## config.mk

```make
export PLATFORM = sky130hd
export DESIGN_NAME = pvah_top
export DESIGN_NICKNAME = d
export VERILOG_FILES = /design/src/shared/pvah_pkg.sv /design/src/pvah_band.sv /design/src/pvah_top.sv
export SDC_FILE = /design/constraint.sdc
export NUM_CORES = 1
export LEC_CHECK = 0
export ABC_CLOCK_PERIOD_IN_PS = 8000
export CORE_MARGIN = 2
export CORE_UTILIZATION = 35
export CTS_CLUSTER_SIZE = 24
export DETAILED_ROUTE_END_ITERATION = 10
export DONT_BUFFER_PORTS = 1
export GPL_TIMING_DRIVEN = 0
export HOLD_SLACK_MARGIN = 0.15
export SYNTH_ARGS = -nofsm -noshare
export SYNTH_HDL_FRONTEND = slang
export SYNTH_SLANG_ARGS = --single-unit
```

## constraint.sdc

```tcl
create_clock -name clock -period 8 [get_ports clock]
set_input_delay 1.2 -clock clock [delete_from_list [all_inputs] [get_ports clock]]
set_output_delay 1.2 -clock clock [all_outputs]
set_load 0.01 [all_outputs]
```

## src/shared/pvah_pkg.sv

```systemverilog
// Constants for the process-value alarm and hysteresis checker.
// Assumes a single 20 MHz clock domain and 16-bit loop table words.
package pvah_pkg;
    // ------------------------------------------------------------
    // Data widths and limits
    // ------------------------------------------------------------
    localparam int DATA_W = 16;                    // Process value width
    localparam logic [15:0] HYST_MIN = 16'h0001;   // Smallest hysteresis
    localparam logic [15:0] HYST_MAX = 16'h00C8;   // Largest hysteresis, 200
    localparam logic [15:0] HYST_RST = 16'h0001;   // Hysteresis reset value
    // ------------------------------------------------------------
    // Mode word fields
    // ------------------------------------------------------------
    localparam int MODE_DEV_EN_BIT = 13;           // Deviation alarm enable
    localparam int MODE_ABS_EN_BIT = 0;            // Absolute alarm enable
    localparam logic [15:0] MODE_RST = 16'h0000;   // Mode word reset value
    // ------------------------------------------------------------
    // Register offsets (word addresses)
    // ------------------------------------------------------------
    localparam logic [4:0] OFS_MODE = 5'h00;       // Mode setting word
    localparam logic [4:0] OFS_SP = 5'h02;         // Set point
    localparam logic [4:0] OFS_PV = 5'h03;         // Process value
    localparam logic [4:0] OFS_STATUS = 5'h06;     // Alarm status word
    localparam logic [4:0] OFS_OUT = 5'h07;        // Control output
    localparam logic [4:0] OFS_OUT_LO = 5'h08;     // Output lower limit
    localparam logic [4:0] OFS_OUT_HI = 5'h09;     // Output upper limit
    localparam logic [4:0] OFS_LL = 5'h0A;         // Low-low threshold
    localparam logic [4:0] OFS_LO = 5'h0B;         // Low threshold
    localparam logic [4:0] OFS_HI = 5'h0C;         // High threshold
    localparam logic [4:0] OFS_HH = 5'h0D;         // High-high threshold
    localparam logic [4:0] OFS_YEL = 5'h0F;        // Yellow deviation
    localparam logic [4:0] OFS_RED = 5'h10;        // Red deviation
    localparam logic [4:0] OFS_HYST = 5'h12;       // Hysteresis amount
    localparam logic [4:0] OFS_IRQ_MASK = 5'h13;   // Interrupt mask
    localparam logic [4:0] OFS_IRQ_STAT = 5'h14;   // Sticky event status
    localparam logic [4:0] OFS_SAMPLE = 5'h15;     // Sample divider
    // ------------------------------------------------------------
    // Status word bit positions
    // ------------------------------------------------------------
    localparam int ST_LL = 0;                      // Low-low alarm
    localparam int ST_LO = 1;                      // Low alarm
    localparam int ST_HI = 2;                      // High alarm
    localparam int ST_HH = 3;                      // High-high alarm
    localparam int ST_YEL = 4;                     // Yellow deviation alarm
    localparam int ST_RED = 5;                     // Red deviation alarm
    localparam int ST_PERR = 6;                    // Programming error
    localparam int ST_OVF = 7;                     // Output overflow
    localparam int ST_UNF = 8;                     // Output underflow
    localparam int ST_W = 9;                       // Used status bits
    // ------------------------------------------------------------
    // Timing
    // ------------------------------------------------------------
    localparam int CLK_HZ = 20_000_000;            // Clock rate
    localparam logic [15:0] SAMPLE_DIV_RST = 16'h0013; // Sample period minus one
endpackage

```

## src/pvah_band.sv

```systemverilog
// One alarm comparator with release hysteresis.
// Assumes unsigned operands; enable arrives once per loop sample.
`timescale 1ns/1ps
module pvah_band #(
    parameter int W = 16
) (
    // Clock and reset
    input wire logic clock,
    input wire logic rst_n,
    // Evaluation
    input wire logic sample_en,
    input wire logic active,
    input wire logic upper,
    input wire logic [W-1:0] value,
    input wire logic [W-1:0] thresh,
    input wire logic [W-1:0] hyst,
    // Result
    output logic alarm
);
    // ------------------------------------------------------------
    // Next-state logic
    // ------------------------------------------------------------
    logic alarm_r; // Held alarm state
    logic alarm_nxt; // Next alarm state
    logic [W:0] rel_hi; // Release level below an upper threshold
    logic [W:0] rel_lo; // Release level above a lower threshold

    // Release levels computed one bit wider to keep saturation honest
    always_comb begin
        rel_hi = {1'b0, thresh} - {1'b0, hyst};
        rel_lo = {1'b0, thresh} + {1'b0, hyst};
        alarm_nxt = alarm_r;
        if (!active) begin
            alarm_nxt = 1'b0;
        end else if (sample_en) begin
            if (upper) begin
                if (value > thresh) begin
                    alarm_nxt = 1'b1;
                end else if (rel_hi[W] || ({1'b0, value} <= rel_hi)) begin
                    alarm_nxt = 1'b0;
                end
            end else begin
                if (value < thresh) begin
                    alarm_nxt = 1'b1;
                end else if ({1'b0, value} >= rel_lo) begin
                    alarm_nxt = 1'b0;
                end
            end
        end
    end

    // ------------------------------------------------------------
    // State register
    // ------------------------------------------------------------
    always_ff @(posedge clock or negedge rst_n) begin
        if (!rst_n) begin
            alarm_r <= 1'b0;
        end else begin
            alarm_r <= alarm_nxt;
        end
    end

    assign alarm = alarm_r;
endmodule

```

## src/pvah_top.sv

```systemverilog
// Alarm evaluation for one control loop: absolute and deviation alarms,
// programming error check and output limit error.
// Assumes a register master that never overlaps read and write strobes.
//
// Functional notes
// - Hysteresis accepted from 1 to 200
// - Alarm true when value passes threshold
// - Alarm asserts at once, no offset
// - Alarm releases after hysteresis back inside
// - Error unless LL<L<H<HH strictly
// - Error unless yellow below red strictly; flagged only while mode bit 13 is set
// - Limit error when output pinned, PV off set point
// - Mode bit 13 enables deviation alarms
// - Four absolute alarms as separate bits
// - Deviation zones follow the set point
// - No hysteresis on rate-of-change alarm
`timescale 1ns/1ps
module pvah_top #(
    parameter int W = pvah_pkg::DATA_W
) (
    // Clock and reset
    input wire logic clock,
    input wire logic rst_n,
    // Register port
    input wire logic [4:0] addr,
    input wire logic [15:0] wdata,
    input wire logic wr,
    input wire logic rd,
    output logic [15:0] rdata,
    // Interrupt
    output logic irq
);
    // W must hold the largest hysteresis and still fit one bus word
    if (W < 8 || W > 16) begin : g_w_check
        $error("pvah_top: W must lie in 8..16");
    end

    // ------------------------------------------------------------
    // Helpers
    // ------------------------------------------------------------
    // Low W bits of a bus word
    function automatic logic [W-1:0] lo_w(input logic [15:0] d);
        return d[W-1:0];
    endfunction
    // Zero-extend a value to a bus word
    function automatic logic [15:0] ext(input logic [W-1:0] v);
        return 16'(v);
    endfunction

    // ------------------------------------------------------------
    // Register file
    // ------------------------------------------------------------
    logic [15:0] mode_r, mode_nxt; // Mode setting word
    logic [W-1:0] sp_r, sp_nxt; // Set point
    logic [W-1:0] pv_r, pv_nxt; // Process value
    logic [W-1:0] out_r, out_nxt; // Control output
    logic [W-1:0] olo_r, olo_nxt; // Output lower limit
    logic [W-1:0] ohi_r, ohi_nxt; // Output upper limit
    logic [W-1:0] ll_r, ll_nxt; // Low-low threshold
    logic [W-1:0] lo_r, lo_nxt; // Low threshold
    logic [W-1:0] hi_r, hi_nxt; // High threshold
    logic [W-1:0] hh_r, hh_nxt; // High-high threshold
    logic [W-1:0] yel_r, yel_nxt; // Yellow deviation amount
    logic [W-1:0] red_r, red_nxt; // Red deviation amount
    logic [7:0] hyst_r, hyst_nxt; // Hysteresis amount
    logic [15:0] div_r, div_nxt; // Sample period minus one
    logic [pvah_pkg::ST_W-1:0] mask_r, mask_nxt; // Interrupt mask
    logic [15:0] rdata_r, rdata_nxt; // Read data
    logic [pvah_pkg::ST_W-1:0] stat_w; // Live status bits
    logic [pvah_pkg::ST_W-1:0] sticky_r; // Sticky events
    logic [15:0] hyst_in; // Written hysteresis

    // Writes and the one-cycle read return
    always_comb begin
        mode_nxt = mode_r;
        sp_nxt = sp_r;
        pv_nxt = pv_r;
        out_nxt = out_r;
        olo_nxt = olo_r;
        ohi_nxt = ohi_r;
        ll_nxt = ll_r;
        lo_nxt = lo_r;
        hi_nxt = hi_r;
        hh_nxt = hh_r;
        yel_nxt = yel_r;
        red_nxt = red_r;
        hyst_nxt = hyst_r;
        div_nxt = div_r;
        mask_nxt = mask_r;
        rdata_nxt = 16'h0000;
        hyst_in = wdata;
        // Out-of-range hysteresis is clamped rather than dropped
        if (hyst_in < pvah_pkg::HYST_MIN) begin
            hyst_in = pvah_pkg::HYST_MIN;
        end else if (hyst_in > pvah_pkg::HYST_MAX) begin
            hyst_in = pvah_pkg::HYST_MAX;
        end
        if (wr) begin
            if (addr == pvah_pkg::OFS_MODE) begin
                mode_nxt = wdata;
            end else if (addr == pvah_pkg::OFS_SP) begin
                sp_nxt = lo_w(wdata);
            end else if (addr == pvah_pkg::OFS_PV) begin
                pv_nxt = lo_w(wdata);
            end else if (addr == pvah_pkg::OFS_OUT) begin
                out_nxt = lo_w(wdata);
            end else if (addr == pvah_pkg::OFS_OUT_LO) begin
                olo_nxt = lo_w(wdata);
            end else if (addr == pvah_pkg::OFS_OUT_HI) begin
                ohi_nxt = lo_w(wdata);
            end else if (addr == pvah_pkg::OFS_LL) begin
                ll_nxt = lo_w(wdata);
            end else if (addr == pvah_pkg::OFS_LO) begin
                lo_nxt = lo_w(wdata);
            end else if (addr == pvah_pkg::OFS_HI) begin
                hi_nxt = lo_w(wdata);
            end else if (addr == pvah_pkg::OFS_HH) begin
                hh_nxt = lo_w(wdata);
            end else if (addr == pvah_pkg::OFS_YEL) begin
                yel_nxt = lo_w(wdata);
            end else if (addr == pvah_pkg::OFS_RED) begin
                red_nxt = lo_w(wdata);
            end else if (addr == pvah_pkg::OFS_HYST) begin
                hyst_nxt = hyst_in[7:0];
            end else if (addr == pvah_pkg::OFS_IRQ_MASK) begin
                mask_nxt = wdata[pvah_pkg::ST_W-1:0];
            end else if (addr == pvah_pkg::OFS_SAMPLE) begin
                div_nxt = wdata;
            end
        end
        if (rd) begin
            if (addr == pvah_pkg::OFS_MODE) begin
                rdata_nxt = mode_r;
            end else if (addr == pvah_pkg::OFS_SP) begin
                rdata_nxt = ext(sp_r);
            end else if (addr == pvah_pkg::OFS_PV) begin
                rdata_nxt = ext(pv_r);
            end else if (addr == pvah_pkg::OFS_STATUS) begin
                rdata_nxt = {{(16-pvah_pkg::ST_W){1'b0}}, stat_w};
            end else if (addr == pvah_pkg::OFS_OUT) begin
                rdata_nxt = ext(out_r);
            end else if (addr == pvah_pkg::OFS_OUT_LO) begin
                rdata_nxt = ext(olo_r);
            end else if (addr == pvah_pkg::OFS_OUT_HI) begin
                rdata_nxt = ext(ohi_r);
            end else if (addr == pvah_pkg::OFS_LL) begin
                rdata_nxt = ext(ll_r);
            end else if (addr == pvah_pkg::OFS_LO) begin
                rdata_nxt = ext(lo_r);
            end else if (addr == pvah_pkg::OFS_HI) begin
                rdata_nxt = ext(hi_r);
            end else if (addr == pvah_pkg::OFS_HH) begin
                rdata_nxt = ext(hh_r);
            end else if (addr == pvah_pkg::OFS_YEL) begin
                rdata_nxt = ext(yel_r);
            end else if (addr == pvah_pkg::OFS_RED) begin
                rdata_nxt = ext(red_r);
            end else if (addr == pvah_pkg::OFS_HYST) begin
                rdata_nxt = {8'h00, hyst_r};
            end else if (addr == pvah_pkg::OFS_IRQ_MASK) begin
                rdata_nxt = {{(16-pvah_pkg::ST_W){1'b0}}, mask_r};
            end else if (addr == pvah_pkg::OFS_IRQ_STAT) begin
                rdata_nxt = {{(16-pvah_pkg::ST_W){1'b0}}, sticky_r};
            end else if (addr == pvah_pkg::OFS_SAMPLE) begin
                rdata_nxt = div_r;
            end
        end
    end

    // Register file storage
    always_ff @(posedge clock or negedge rst_n) begin
        if (!rst_n) begin
            mode_r <= pvah_pkg::MODE_RST;
            sp_r <= '0;
            pv_r <= '0;
            out_r <= '0;
            olo_r <= '0;
            ohi_r <= '0;
            ll_r <= '0;
            lo_r <= '0;
            hi_r <= '0;
            hh_r <= '0;
            yel_r <= '0;
            red_r <= '0;
            hyst_r <= pvah_pkg::HYST_RST[7:0];
            div_r <= pvah_pkg::SAMPLE_DIV_RST;
            mask_r <= '0;
            rdata_r <= 16'h0000;
        end else begin
            mode_r <= mode_nxt;
            sp_r <= sp_nxt;
            pv_r <= pv_nxt;
            out_r <= out_nxt;
            olo_r <= olo_nxt;
            ohi_r <= ohi_nxt;
            ll_r <= ll_nxt;
            lo_r <= lo_nxt;
            hi_r <= hi_nxt;
            hh_r <= hh_nxt;
            yel_r <= yel_nxt;
            red_r <= red_nxt;
            hyst_r <= hyst_nxt;
            div_r <= div_nxt;
            mask_r <= mask_nxt;
            rdata_r <= rdata_nxt;
        end
    end
    assign rdata = rdata_r;

    // ------------------------------------------------------------
    // Loop sample divider
    // ------------------------------------------------------------
    logic [15:0] cnt_r, cnt_nxt; // Cycles left in this sample
    logic tick_r, tick_nxt; // One-cycle sample enable

    // Counts down from the programmed period, pulses at zero
    always_comb begin
        tick_nxt = 1'b0;
        cnt_nxt = cnt_r - 16'h0001;
        if (cnt_r == 16'h0000) begin
            cnt_nxt = div_r;
            tick_nxt = 1'b1;
        end
    end

    always_ff @(posedge clock or negedge rst_n) begin
        if (!rst_n) begin
            cnt_r <= 16'h0000;
            tick_r <= 1'b0;
        end else begin
            cnt_r <= cnt_nxt;
            tick_r <= tick_nxt;
        end
    end

    // ------------------------------------------------------------
    // Alarm comparators
    // ------------------------------------------------------------
    logic [W-1:0] dev_w; // Distance from set point
    logic [W-1:0] hyst_w; // Hysteresis at data width
    logic dev_en_w; // Deviation alarms enabled
    logic abs_en_w; // Absolute alarms enabled
    logic a_ll, a_lo, a_hi, a_hh, a_yel, a_red; // Alarm states

    // Deviation measured against the current set point, so zones move with it
    assign dev_w = (pv_r >= sp_r) ? (pv_r - sp_r) : (sp_r - pv_r);
    assign hyst_w = W'(hyst_r);
    assign dev_en_w = mode_r[pvah_pkg::MODE_DEV_EN_BIT];
    assign abs_en_w = mode_r[pvah_pkg::MODE_ABS_EN_BIT];

    // Hysteresis applies to these bands only; no rate-of-change path exists
    pvah_band #(.W(W)) u_ll (.clock(clock), .rst_n(rst_n), .sample_en(tick_r), .active(abs_en_w),
        .upper(1'b0), .value(pv_r), .thresh(ll_r), .hyst(hyst_w), .alarm(a_ll));
    pvah_band #(.W(W)) u_lo (.clock(clock), .rst_n(rst_n), .sample_en(tick_r), .active(abs_en_w),
        .upper(1'b0), .value(pv_r), .thresh(lo_r), .hyst(hyst_w), .alarm(a_lo));
    pvah_band #(.W(W)) u_hi (.clock(clock), .rst_n(rst_n), .sample_en(tick_r), .active(abs_en_w),
        .upper(1'b1), .value(pv_r), .thresh(hi_r), .hyst(hyst_w), .alarm(a_hi));
    pvah_band #(.W(W)) u_hh (.clock(clock), .rst_n(rst_n), .sample_en(tick_r), .active(abs_en_w),
        .upper(1'b1), .value(pv_r), .thresh(hh_r), .hyst(hyst_w), .alarm(a_hh));
    pvah_band #(.W(W)) u_yel (.clock(clock), .rst_n(rst_n), .sample_en(tick_r), .active(dev_en_w),
        .upper(1'b1), .value(dev_w), .thresh(yel_r), .hyst(hyst_w), .alarm(a_yel));
    pvah_band #(.W(W)) u_red (.clock(clock), .rst_n(rst_n), .sample_en(tick_r), .active(dev_en_w),
        .upper(1'b1), .value(dev_w), .thresh(red_r), .hyst(hyst_w), .alarm(a_red));

    // ------------------------------------------------------------
    // Error checks, sampled once per loop sample
    // ------------------------------------------------------------
    logic perr_r, perr_nxt; // Programming error
    logic ovf_r, ovf_nxt; // Output pinned high, PV off set point
    logic unf_r, unf_nxt; // Output pinned low, PV off set point

    // Limits assumed distinct by software; equal limits flag both when the output sits on them
    always_comb begin
        perr_nxt = perr_r;
        ovf_nxt = ovf_r;
        unf_nxt = unf_r;
        if (tick_r) begin
            perr_nxt = !((ll_r < lo_r) && (lo_r < hi_r) && (hi_r < hh_r));
            if (dev_en_w && !(yel_r < red_r)) begin
                perr_nxt = 1'b1;
            end
            ovf_nxt = (out_r >= ohi_r) && (pv_r != sp_r);
            unf_nxt = (out_r <= olo_r) && (pv_r != sp_r);
        end
    end

    always_ff @(posedge clock or negedge rst_n) begin
        if (!rst_n) begin
            perr_r <= 1'b0;
            ovf_r <= 1'b0;
            unf_r <= 1'b0;
        end else begin
            perr_r <= perr_nxt;
            ovf_r <= ovf_nxt;
            unf_r <= unf_nxt;
        end
    end

    assign stat_w = {unf_r, ovf_r, perr_r, a_red, a_yel, a_hh, a_hi, a_lo, a_ll};

    // ------------------------------------------------------------
    // Sticky events and interrupt
    // ------------------------------------------------------------
    logic [pvah_pkg::ST_W-1:0] sticky_nxt; // Next sticky events
    logic irq_r, irq_nxt; // Interrupt level

    // Read clears; a rising status bit in the same cycle still lands
    always_comb begin
        sticky_nxt = sticky_r;
        if (rd && (addr == pvah_pkg::OFS_IRQ_STAT)) begin
            sticky_nxt = '0;
        end
        sticky_nxt = sticky_nxt | stat_w;
        irq_nxt = |(sticky_nxt & mask_nxt);
    end

    always_ff @(posedge clock or negedge rst_n) begin
        if (!rst_n) begin
            sticky_r <= '0;
            irq_r <= 1'b0;
        end else begin
            sticky_r <= sticky_nxt;
            irq_r <= irq_nxt;
        end
    end
    assign irq = irq_r;
endmodule
```

Word-level counts from Yosys, hierarchy flattened
Cells that the tools add are included.
{"block": "totals", "regBits": 277, "in_bits": 25}
{"block": "classes", "addsub": 9, "order_cmp": 21, "n_eq_ne": 25, "mux": 64, "bitwise_logic": 16, "reduce_logical": 35}
{"op": "2-to-1 mux 16 bit", "count": 20}
{"op": "2-to-1 mux 9 bit", "count": 16}
{"op": "less-than comparator 16 bit", "count": 6}
{"op": "<= comparator 16 x 17 -> 1 bit", "count": 4}
{"op": "subtractor 16 x 8 -> 17 bit", "count": 4}
{"op": "> comparator 16 bit", "count": 4}
{"op": "equality test 5 x 4 -> 1 bit (second input constant)", "count": 7}
{"op": "adder 16 x 8 -> 17 bit", "count": 2}
{"op": "greater-or-equal comparator 16 x 17 -> 1 bit", "count": 2}
{"op": "greater-or-equal comparator 16 bit", "count": 2}
{"op": "subtractor 16 bit", "count": 2}
{"op": "2-to-1 mux 1 bit", "count": 26}
{"op": "equality test 5 bit (second input constant)", "count": 5}
{"op": "!= test 3 x 1 -> 1 bit (second input constant)", "count": 6}
{"op": "> comparator 16 x 8 -> 1 bit (second input constant)", "count": 1}
{"op": "<= comparator 16 bit", "count": 1}
{"op": "logical NOT 16 bit", "count": 1}
{"op": "less-than comparator 16 x 1 -> 1 bit (second input constant)", "count": 1}
{"op": "2-to-1 mux 8 bit", "count": 2}
{"op": "!= test 16 bit", "count": 1}
{"op": "AND reduction 16 bit", "count": 1}
{"op": "subtractor 16 x 1 -> 16 bit (second input constant)", "count": 1}
{"op": "NOT 1 bit", "count": 14}
{"op": "AND reduction 14 bit", "count": 1}
{"op": "22 further kinds", "count": 40}

Logic depth before layout (Yosys ltp)
Gate-level depths: netlist of the first run.
{"block": "depth", "ltp_word": 19, "mapped_depth": 23}

Cells and area by module
Synthesis of the first run repeated with hierarchy kept, for this count alone.
{"block": "hier_totals", "hier_cells": 3870, "area_unflattened_um2": 32063.3}
{"module": "pvah_top", "n_inst": 1, "cells_each": 1734, "area_each_um2": 16204.3}
{"module": "pvah_band at u_hi ...", "n_inst": 3, "cells_each": 360, "area_each_um2": 2697.6}
{"module": "pvah_band at u_hh ...", "n_inst": 3, "cells_each": 352, "area_each_um2": 2588.7}

Worst setup path after synthesis of the first run
OpenSTA, ideal clock, no wires.
{"block": "synth_path", "path_type": "register to register", "start": "reg pv_r[13]", "end": "reg u_yel.alarm_r, in the netlist u_yel.alarm", "setup_ps": 110, "arrival_time_ps": 4693, "path_slack_ps": 3197, "stages_incl_launch_ff": 20, "period_less_slack_ps": 4803, "path_cell_list": "dfrtp_1 ha_1 buf_4 nand3_1 or3_4 or4_4 o2111ai_4 buf_2 mux2i_1 nor2_1 a21oi_1 o311ai_0 a211oi_1 ha_1 and4_1 nand3_1 a21oi_1 o31ai_1 nand4_1 o41ai_1"}
{"block": "synth_between", "elab_chain_len": 6, "elab_cells_between_ends": 12, "classes_between": "add/sub (2); order compare (3); eq/ne (1); mux (4); reduce/logical (2)"}
{"element": "start, declared", "line_no": "pvah_top.sv:55", "text": "logic [W-1:0] pv_r, pv_nxt;"}
{"element": "start signal, assigned", "line_no": "pvah_top.sv:192", "text": "pv_r <= pv_nxt;"}
{"element": "subtractor 16 bit or greater-or-equal comparator 16 bit (tied branches)", "line_no": "pvah_top.sv:246", "text": "assign dev_w = (pv_r >= sp_r) ? (pv_r - sp_r) : (sp_r - pv_r);"}
{"element": "2-to-1 mux 16 bit *", "line_no": "pvah_top.sv:246"}
{"element": "<= comparator 16 x 17 -> 1 bit or > comparator 16 bit (tied branches)", "line_no": "pvah_band.sv:39, pvah_band.sv:37"}
{"element": "logical OR 1 bit or 2-to-1 mux 1 bit (tied branches)", "line_no": "pvah_band.sv:39, pvah_band.sv:37"}
{"element": "!= test 3 x 1 -> 1 bit (no line) or 2-to-1 mux 1 bit (tied branches)"}
{"element": "AND reduction 2 bit (no line) or 2-to-1 mux 1 bit (tied branches)"}
{"element": "end signal, assigned", "line_no": "pvah_band.sv:59", "text": "alarm_r <= alarm_nxt;"}
{"element": "end, declared", "line_no": "pvah_band.sv:23", "text": "logic alarm_r;"}
Mark *: on every way between the ends. The rest lies on a longest branch, timed or not. The select of a mux whose other input is x is not followed.
A chain may end at the register's enable or synchronous reset.

Worst setup path after layout of the first run
{"block": "layout_path", "start": "reg pv_r[8]", "end": "reg u_yel.alarm_r, in the netlist u_yel.alarm"}
Same word-level chain as after synthesis.

==> flow_metrics.tcl, run 1 <==
set metrics [dict create \
    grt_use_total 0.269 \
    port_buffers 0 \
    setup_viol 0 \
    period_minus_slack_ns 6.42 \
    layout_commonest_cell "ha_1" \
    final_util 0.389 \
    die_w_um 260 \
    yosys_warnings 0 \
    synth.cell_area_um2 22900 \
    hold_path.class "in -> async" \
    grt-ovfl-total 0 \
    synth-seq-cells 277 \
    grt_pass1_wl_um 134000 \
    dpl.cell_count 3399 \
    ir_drop_v 0.000186 \
    antenna_left 0 \
    grt_max_degree 278 \
    violations "max-capacitance violations, max-slew violations" \
    die_h_um 260 \
    fillers 6454 \
    drtIter0Drc 1877 \
    pin_count 42 \
    fp-row-count 93 \
    critPathLaunchType "flip-flop" \
    num_vias 20600 \
    status "finished, violations left" \
    slew_viol_final 9 \
    clockBufferDepth 3 \
    final-instance-count-excl-fill 3466 \
    slew_headroom -0.00278 \
    period_share 0.802 \
    dr.pass1.iters 5 \
    yosysSeqAreaShare 0.303 \
    grt_pass1_vias 20200 \
    cap_viol_max_count 2 \
    cts_tree "done" \
    dieArea_um2 67400 \
    cts_setup_buffers 0 \
    path_class "reg -> reg" \
    clk_latency_ns 0.59 \
    syn_area_per_cell_um2 8.99 \
    fin_hold_ws_ns 0.305 \
    fmax_ghz 0.156 \
    synth_edf_count 0 \
    max_slew.worst_pin.slew_ns 1.50 \
    cp.arrival_ns 6.87 \
    hold_viol 0 \
    rsz0062_at_grt "false" \
    yosys_most_used_dff "dfrtp_1" \
    layout_common_cells "361 x ha_1, 273 x dfrtp_1, 243 x nand2_1" \
    p_leak_nw 11.5 \
    start_util 0.354 \
    powerDensity_nw_per_um2 325 \
    htree_num_levels 2 \
    drt_wl_total_um 91700 \
    fin_setup_tns_ns 0 \
    cts_buffers 36 \
    yosysUniqueCellTypes 71 \
    wl_per_cell_um 26.5 \
    area_delta_synth_final_pct 9.92 \
    antenna_found_initial 4 \
    post_cts_resized 0 \
    crit_fanout 11 \
    cts_hold_buffers 0 \
    synthCells 2544 \
    drc 0 \
    end_kind "flip-flop" \
    async_flop_share 1.00 \
    cts_sinks 277 \
    root_buffer "clkbuf_16" \
    viasPerCell 5.95 \
    syn_nets 2938 \
    core-area_um2 64600 \
    clkTransAtPathRegs_ns 0.06 \
    place.gp.congestion 0.993 \
    power_mw 8.18 \
    dp_hpwl_um 70900 \
    nNetsFinal 2977 \
    finalClockSkew_ns 0.0301 \
    required_ns 8.45 \
    final_layout_size_suffix_gt1_frac 0.0851 \
]
==> critical path, cell delays in order (launching register included) <==
cell and delay (ns):
dfrtp_1 0.72, ha_1 0.61, nand3_1 0.15, or3_4 0.39
or4_4 0.62, o2111ai_4 0.25, buf_2 0.37, mux2i_1 0.42
nor2_1 0.07, a21oi_1 0.13, o311ai_0 0.14, a211oi_1 0.79
ha_1 0.24, and4_1 0.19, nand3_1 0.16, nor4_1 0.37
a21oi_1 0.07, o31ai_1 0.10, nand4_1 0.14, o41ai_1 0.37
==> final cells by class <==
type                            instances  area [um^2]  share of cell area
Multi-Input combinational cell       1960        14800               0.587
Sequential cell                       277         6940               0.276
Tap cell                              855         1070              0.0425
Clock buffer                           51          997              0.0397
Inverter                              214          803              0.0319
Buffer                                 93          367              0.0146
Clock inverter                         14          184             0.00731
Timing Repair Buffer                    1         15.0            0.000597
Antenna cell                            1         2.50           0.0000995
==> cell usage after synthesis, types with 22 or more instances <==
master / instances / area share
o21a_1: 30 / 0.0098
ha_1: 361 / 0.20
nand4_1: 46 / 0.013
o22ai_1: 28 / 0.0077
nand2_1: 243 / 0.040
nor2_1: 103 / 0.017
o21ai_0: 215 / 0.047
nor3_1: 30 / 0.0066
clkbuf_1: 79 / 0.013
a21oi_1: 174 / 0.038
a21o_1: 76 / 0.025
nand3_1: 46 / 0.010
nor2b_1: 42 / 0.011
mux2_2: 138 / 0.068
nand2b_1: 22 / 0.0060
xnor2_1: 77 / 0.029
inv_1: 214 / 0.035
xor2_1: 26 / 0.010
dfrtp_1: 273 / 0.30
==> cells by family after synthesis <==
family	count (synthesis)	synth area share
fa+ha+maj	370	0.205
xor+xnor	104	0.0401
flops	277	0.303
mux	151	0.0736
simple gates	620	0.131
compound gates	715	0.196
buf+inv	307	0.0511
==> metrics by stage <==
stage,setup WS (ns),cell area [um^2]
floorplan,3.20,22900
global placement,1.83,23900
detailed placement,1.72,23900
CTS,1.64,25100
global route,1.38,25100
finish,1.58,25100
==> metal layers <==
metal / wire length [um] / track usage / vias to the layer above
met4: 4020 / 0.112 / 4
met5: 21 / 0 / -
met3: 7730 / 0.0517 / 177
li1: - / - / 9328
met1: 39500 / 0.361 / 10200
met2: 40500 / 0.424 / 886
==> flip-flops by register name, indices dropped and copies added (netlist names), 16 cells and up <==
| name | flops |
|---|---|
| rdata | 16 |
| olo_r | 16 |
| pv_r | 16 |
| cnt_r | 16 |
| yel_r | 16 |
| mode_r | 16 |
| ll_r | 16 |
| lo_r | 16 |
| sp_r | 16 |
| hi_r | 16 |
| red_r | 16 |
| out_r | 16 |
| div_r | 16 |
| ohi_r | 16 |
| hh_r | 16 |
==> worst paths after layout <==
kind | slack, ns | depth (start not counted) | to | from
worst min register to register | 0.50 | 2 | mode_r[3] | mode_r[3]
max in group asynchronous | 6.70 | 0 | rdata[2] | rst_n
worst max register to register | 1.58 | 19 | u_yel.alarm | pv_r[8]
worst max-delay path | 1.58 | 19 | u_yel.alarm | pv_r[8]
min in group clock | 0.50 | 2 | mode_r[3] | mode_r[3]
worst min-delay path | 0.30 | 0 | out_r[14] | rst_n
==> power breakdown <==
part | internal, mW | total, mW | switching (mW)
Clock | 0.950 | 1.66 | 0.707
Combinational | 1.84 | 4.30 | 2.45
Sequential | 1.70 | 2.23 | 0.535
(Power assumes the default switching activity.)
==> run 2: changes to the inputs <==
--- a/config.mk
+++ b/config.mk
@@ -5,7 +5,7 @@
 export SDC_FILE = /design/constraint.sdc
 export NUM_CORES = 1
 export LEC_CHECK = 0
-export ABC_CLOCK_PERIOD_IN_PS = 8000
+export ABC_CLOCK_PERIOD_IN_PS = 6010
 export CORE_MARGIN = 2
 export CORE_UTILIZATION = 35
 export CTS_CLUSTER_SIZE = 24
==> constraint.sdc (replaced) <==
create_clock -name clock -period 6.01 [get_ports clock]
set_input_delay 0.9015 -clock clock [delete_from_list [all_inputs] [get_ports clock]]
set_output_delay 0.9015 -clock clock [all_outputs]
set_load 0.01 [all_outputs]
==> run 2 against run 1 <==
  * The run still ends with max-capacitance violations, max-slew violations left
  * Final cell count about the same
  * Global-route usage about the same
  * Via count down 0.16%
  * Power up 34%
  * Register-to-register slack worse by 1.4 ns
  * Clock-buffer cell count unchanged
  * Fmax up 11%
  * Clock skew up 0.0031 ns
  * Critical path depth unchanged
  * Wire length about the same
  * Non-clock buffer count up 2
  * Clock power up 33%
  * Largest power group unchanged
==> flow_metrics.tcl, run 2 (synthesis gave the netlist of run 1 again) <==
set metrics [dict create \
    powerDensity_nw_per_um2 434 \
    finalClockSkew_ns 0.0332 \
    antenna_found_initial 4 \
    critPathLaunchType "flip-flop" \
    violations "max-capacitance violations, max-slew violations" \
    cp_slowest_cell "dfrtp_1" \
    final_layout_size_suffix_gt1_frac 0.0900 \
    status "finished, violations left" \
    core-area_um2 64600 \
    fmax_ghz 0.172 \
    slew_headroom -0.0339 \
    dp_hpwl_um 70900 \
    hold_path.class "in -> async" \
    place.gp.congestion 0.993 \
    setup_viol 0 \
    rsz0062_at_grt "false" \
    start_util 0.354 \
    area_delta_synth_final_pct 10.1 \
    grt_max_degree 278 \
    wl_per_cell_um 26.5 \
    antenna_left 0 \
    dr.pass1.iters 6 \
    path_class "reg -> reg" \
    cts_tree "done" \
    port_buffers 0 \
    p_sw_mw 4.94 \
    top_layer_used "met5" \
    viasPerCell 5.93 \
    end_kind "flip-flop" \
    drt_wl_total_um 91700 \
    cts_buffers 36 \
    multi_input_area_um2 14800 \
    cpPeakStageDelay_ns 0.62 \
    cp.arrival_ns 6.26 \
    root_buffer "clkbuf_16" \
    max_slew.worst_pin.slew_ns 1.55 \
    die_h_um 260 \
    fp-row-count 93 \
    m1WireLength_um 40100 \
    grt_pass1_vias 20200 \
    path_common_cell "nand2_1" \
    p_leak_nw 11.5 \
    clkTransAtPathRegs_ns 0.06 \
    crit_fanout 10 \
    slew_viol_final 10 \
    clk_latency_ns 0.59 \
    cap_viol_max_count 3 \
    final-instance-count-excl-fill 3468 \
    dr_wl_met3_um 7180 \
    ir_drop_v 0.000247 \
    grt-ovfl-total 0 \
    hold_viol 0 \
    die_w_um 260 \
    drtIter0Drc 1874 \
    required_ns 6.47 \
    internal_power_mw 6.00 \
    clockBufferDepth 3 \
    fin_hold_ws_ns 0.00391 \
    cts_sinks 277 \
    grt_pass1_wl_um 134000 \
    clock_power_share 0.202 \
    htree_num_levels 2 \
    grt_use_total 0.269 \
    drc 0 \
    p_comb_frac 0.526 \
    fillers 6447 \
    period_minus_slack_ns 5.80 \
    dpl.cell_count 3399 \
    dieArea_um2 67400 \
    period_share 0.966 \
    layout_common_cells "361 x ha_1, 267 x dfrtp_1, 243 x nand2_1" \
    num_vias 20600 \
    cp_cell_sequence "ha_1 > nand2_1 > or3_4 > or4_4 > o2111ai_4 > buf_2 > mux2i_2 > nand2_1 > o311ai_0 > a211oi_2 > buf_4 > ha_1 > nand2_1 > nor4_1 > nand4_1 > o21ai_0 > a31oi_1 > mux2_2 > a32o_1" \
    nNetsFinal 2979 \
    swShare 0.452 \
    pin_count 42 \
    layout_commonest_cell "ha_1" \
    seqCellArea_um2 6940 \
    crit_buf_inv 2 \
    crit_family "simple AND/OR/NAND/NOR gates" \
    route.met2.wl_um 40400 \
    seq_power_share 0.272 \
]
[run 2: final timing paths]
kind	from	end	slack, ns	cells after the start
min	rst_n	out_r[14]	0.004	0
min in group clock	wdata[4]	out_r[4]	0.46	1
max reg2reg	pv_r[14]	u_red.alarm	0.21	19
max	pv_r[14]	u_red.alarm	0.21	19
min reg2reg	mode_r[3]	mode_r[3]	0.49	2
max in group asynchronous	rst_n	pv_r[11]	4.83	0
[run 2: cell type report]
class | instances | area share
Clock inverter | 14 | 0.00730
Inverter | 214 | 0.0319
Tap cell | 855 | 0.0425
Antenna cell | 1 | 0.0000993
Clock buffer | 51 | 0.0396
Timing Repair Buffer | 3 | 0.00119
Sequential cell | 277 | 0.276
Multi-Input combinational cell | 1960 | 0.587
Buffer | 93 | 0.0145
[run 2: power by group through the flow]
stage                     Clock, mW  Combinational (mW)  Sequential (mW)
after floorplan                   0                4.18             2.62
after global placement            0                5.39             2.95
after detailed placement          0                5.57             2.97
after CTS                      2.24                5.64             2.94
after global routing           2.31                6.49             3.00
final                          2.21                5.76             2.97
[run 2: worst reg2reg max path, stage by stage, from the launching register on]
cell,delay (ns)
dfrtp_1,0.62
ha_1,0.55
nand2_1,0.08
or3_4,0.43
or4_4,0.62
o2111ai_4,0.25
buf_2,0.37
mux2i_2,0.35
nand2_1,0.12
o311ai_0,0.41
a211oi_2,0.13
buf_4,0.18
ha_1,0.29
nand2_1,0.08
nor4_1,0.36
nand4_1,0.16
o21ai_0,0.10
a31oi_1,0.09
mux2_2,0.29
a32o_1,0.20
[run 2: per-stage QoR]
step | power [mW] | utilization | setup TNS (ns) | area (um^2) | setup slack, ns
3_3_place_gp | 8.34 | 0.371 | -0.223 | 23900 | -0.160
6_report | 10.9 | 0.390 | 0 | 25200 | 0.207
4_1_cts | 10.8 | 0.389 | 0 | 25100 | 0.0198
2_1_floorplan | 6.80 | - | 0 | 22900 | 1.21
3_5_place_dp | 8.54 | 0.371 | -0.421 | 23900 | -0.268
5_1_grt | 11.8 | 0.390 | 0 | 25200 | 0.0230
[run 2: repair_timing]
item	4_1_cts	5_1_grt
setup buffers	0	2
endpoints found under the hold margin	273	273
pin swaps	1	1
setup endpoints to repair	2	2
gates resized for setup	2	9
[run 2: metal layers]
layer	vias to the layer above	GRT usage
met5	-	0
met4	4	0.112
met3	172	0.0517
met2	886	0.424
met1	10200	0.361
li1	9310	-
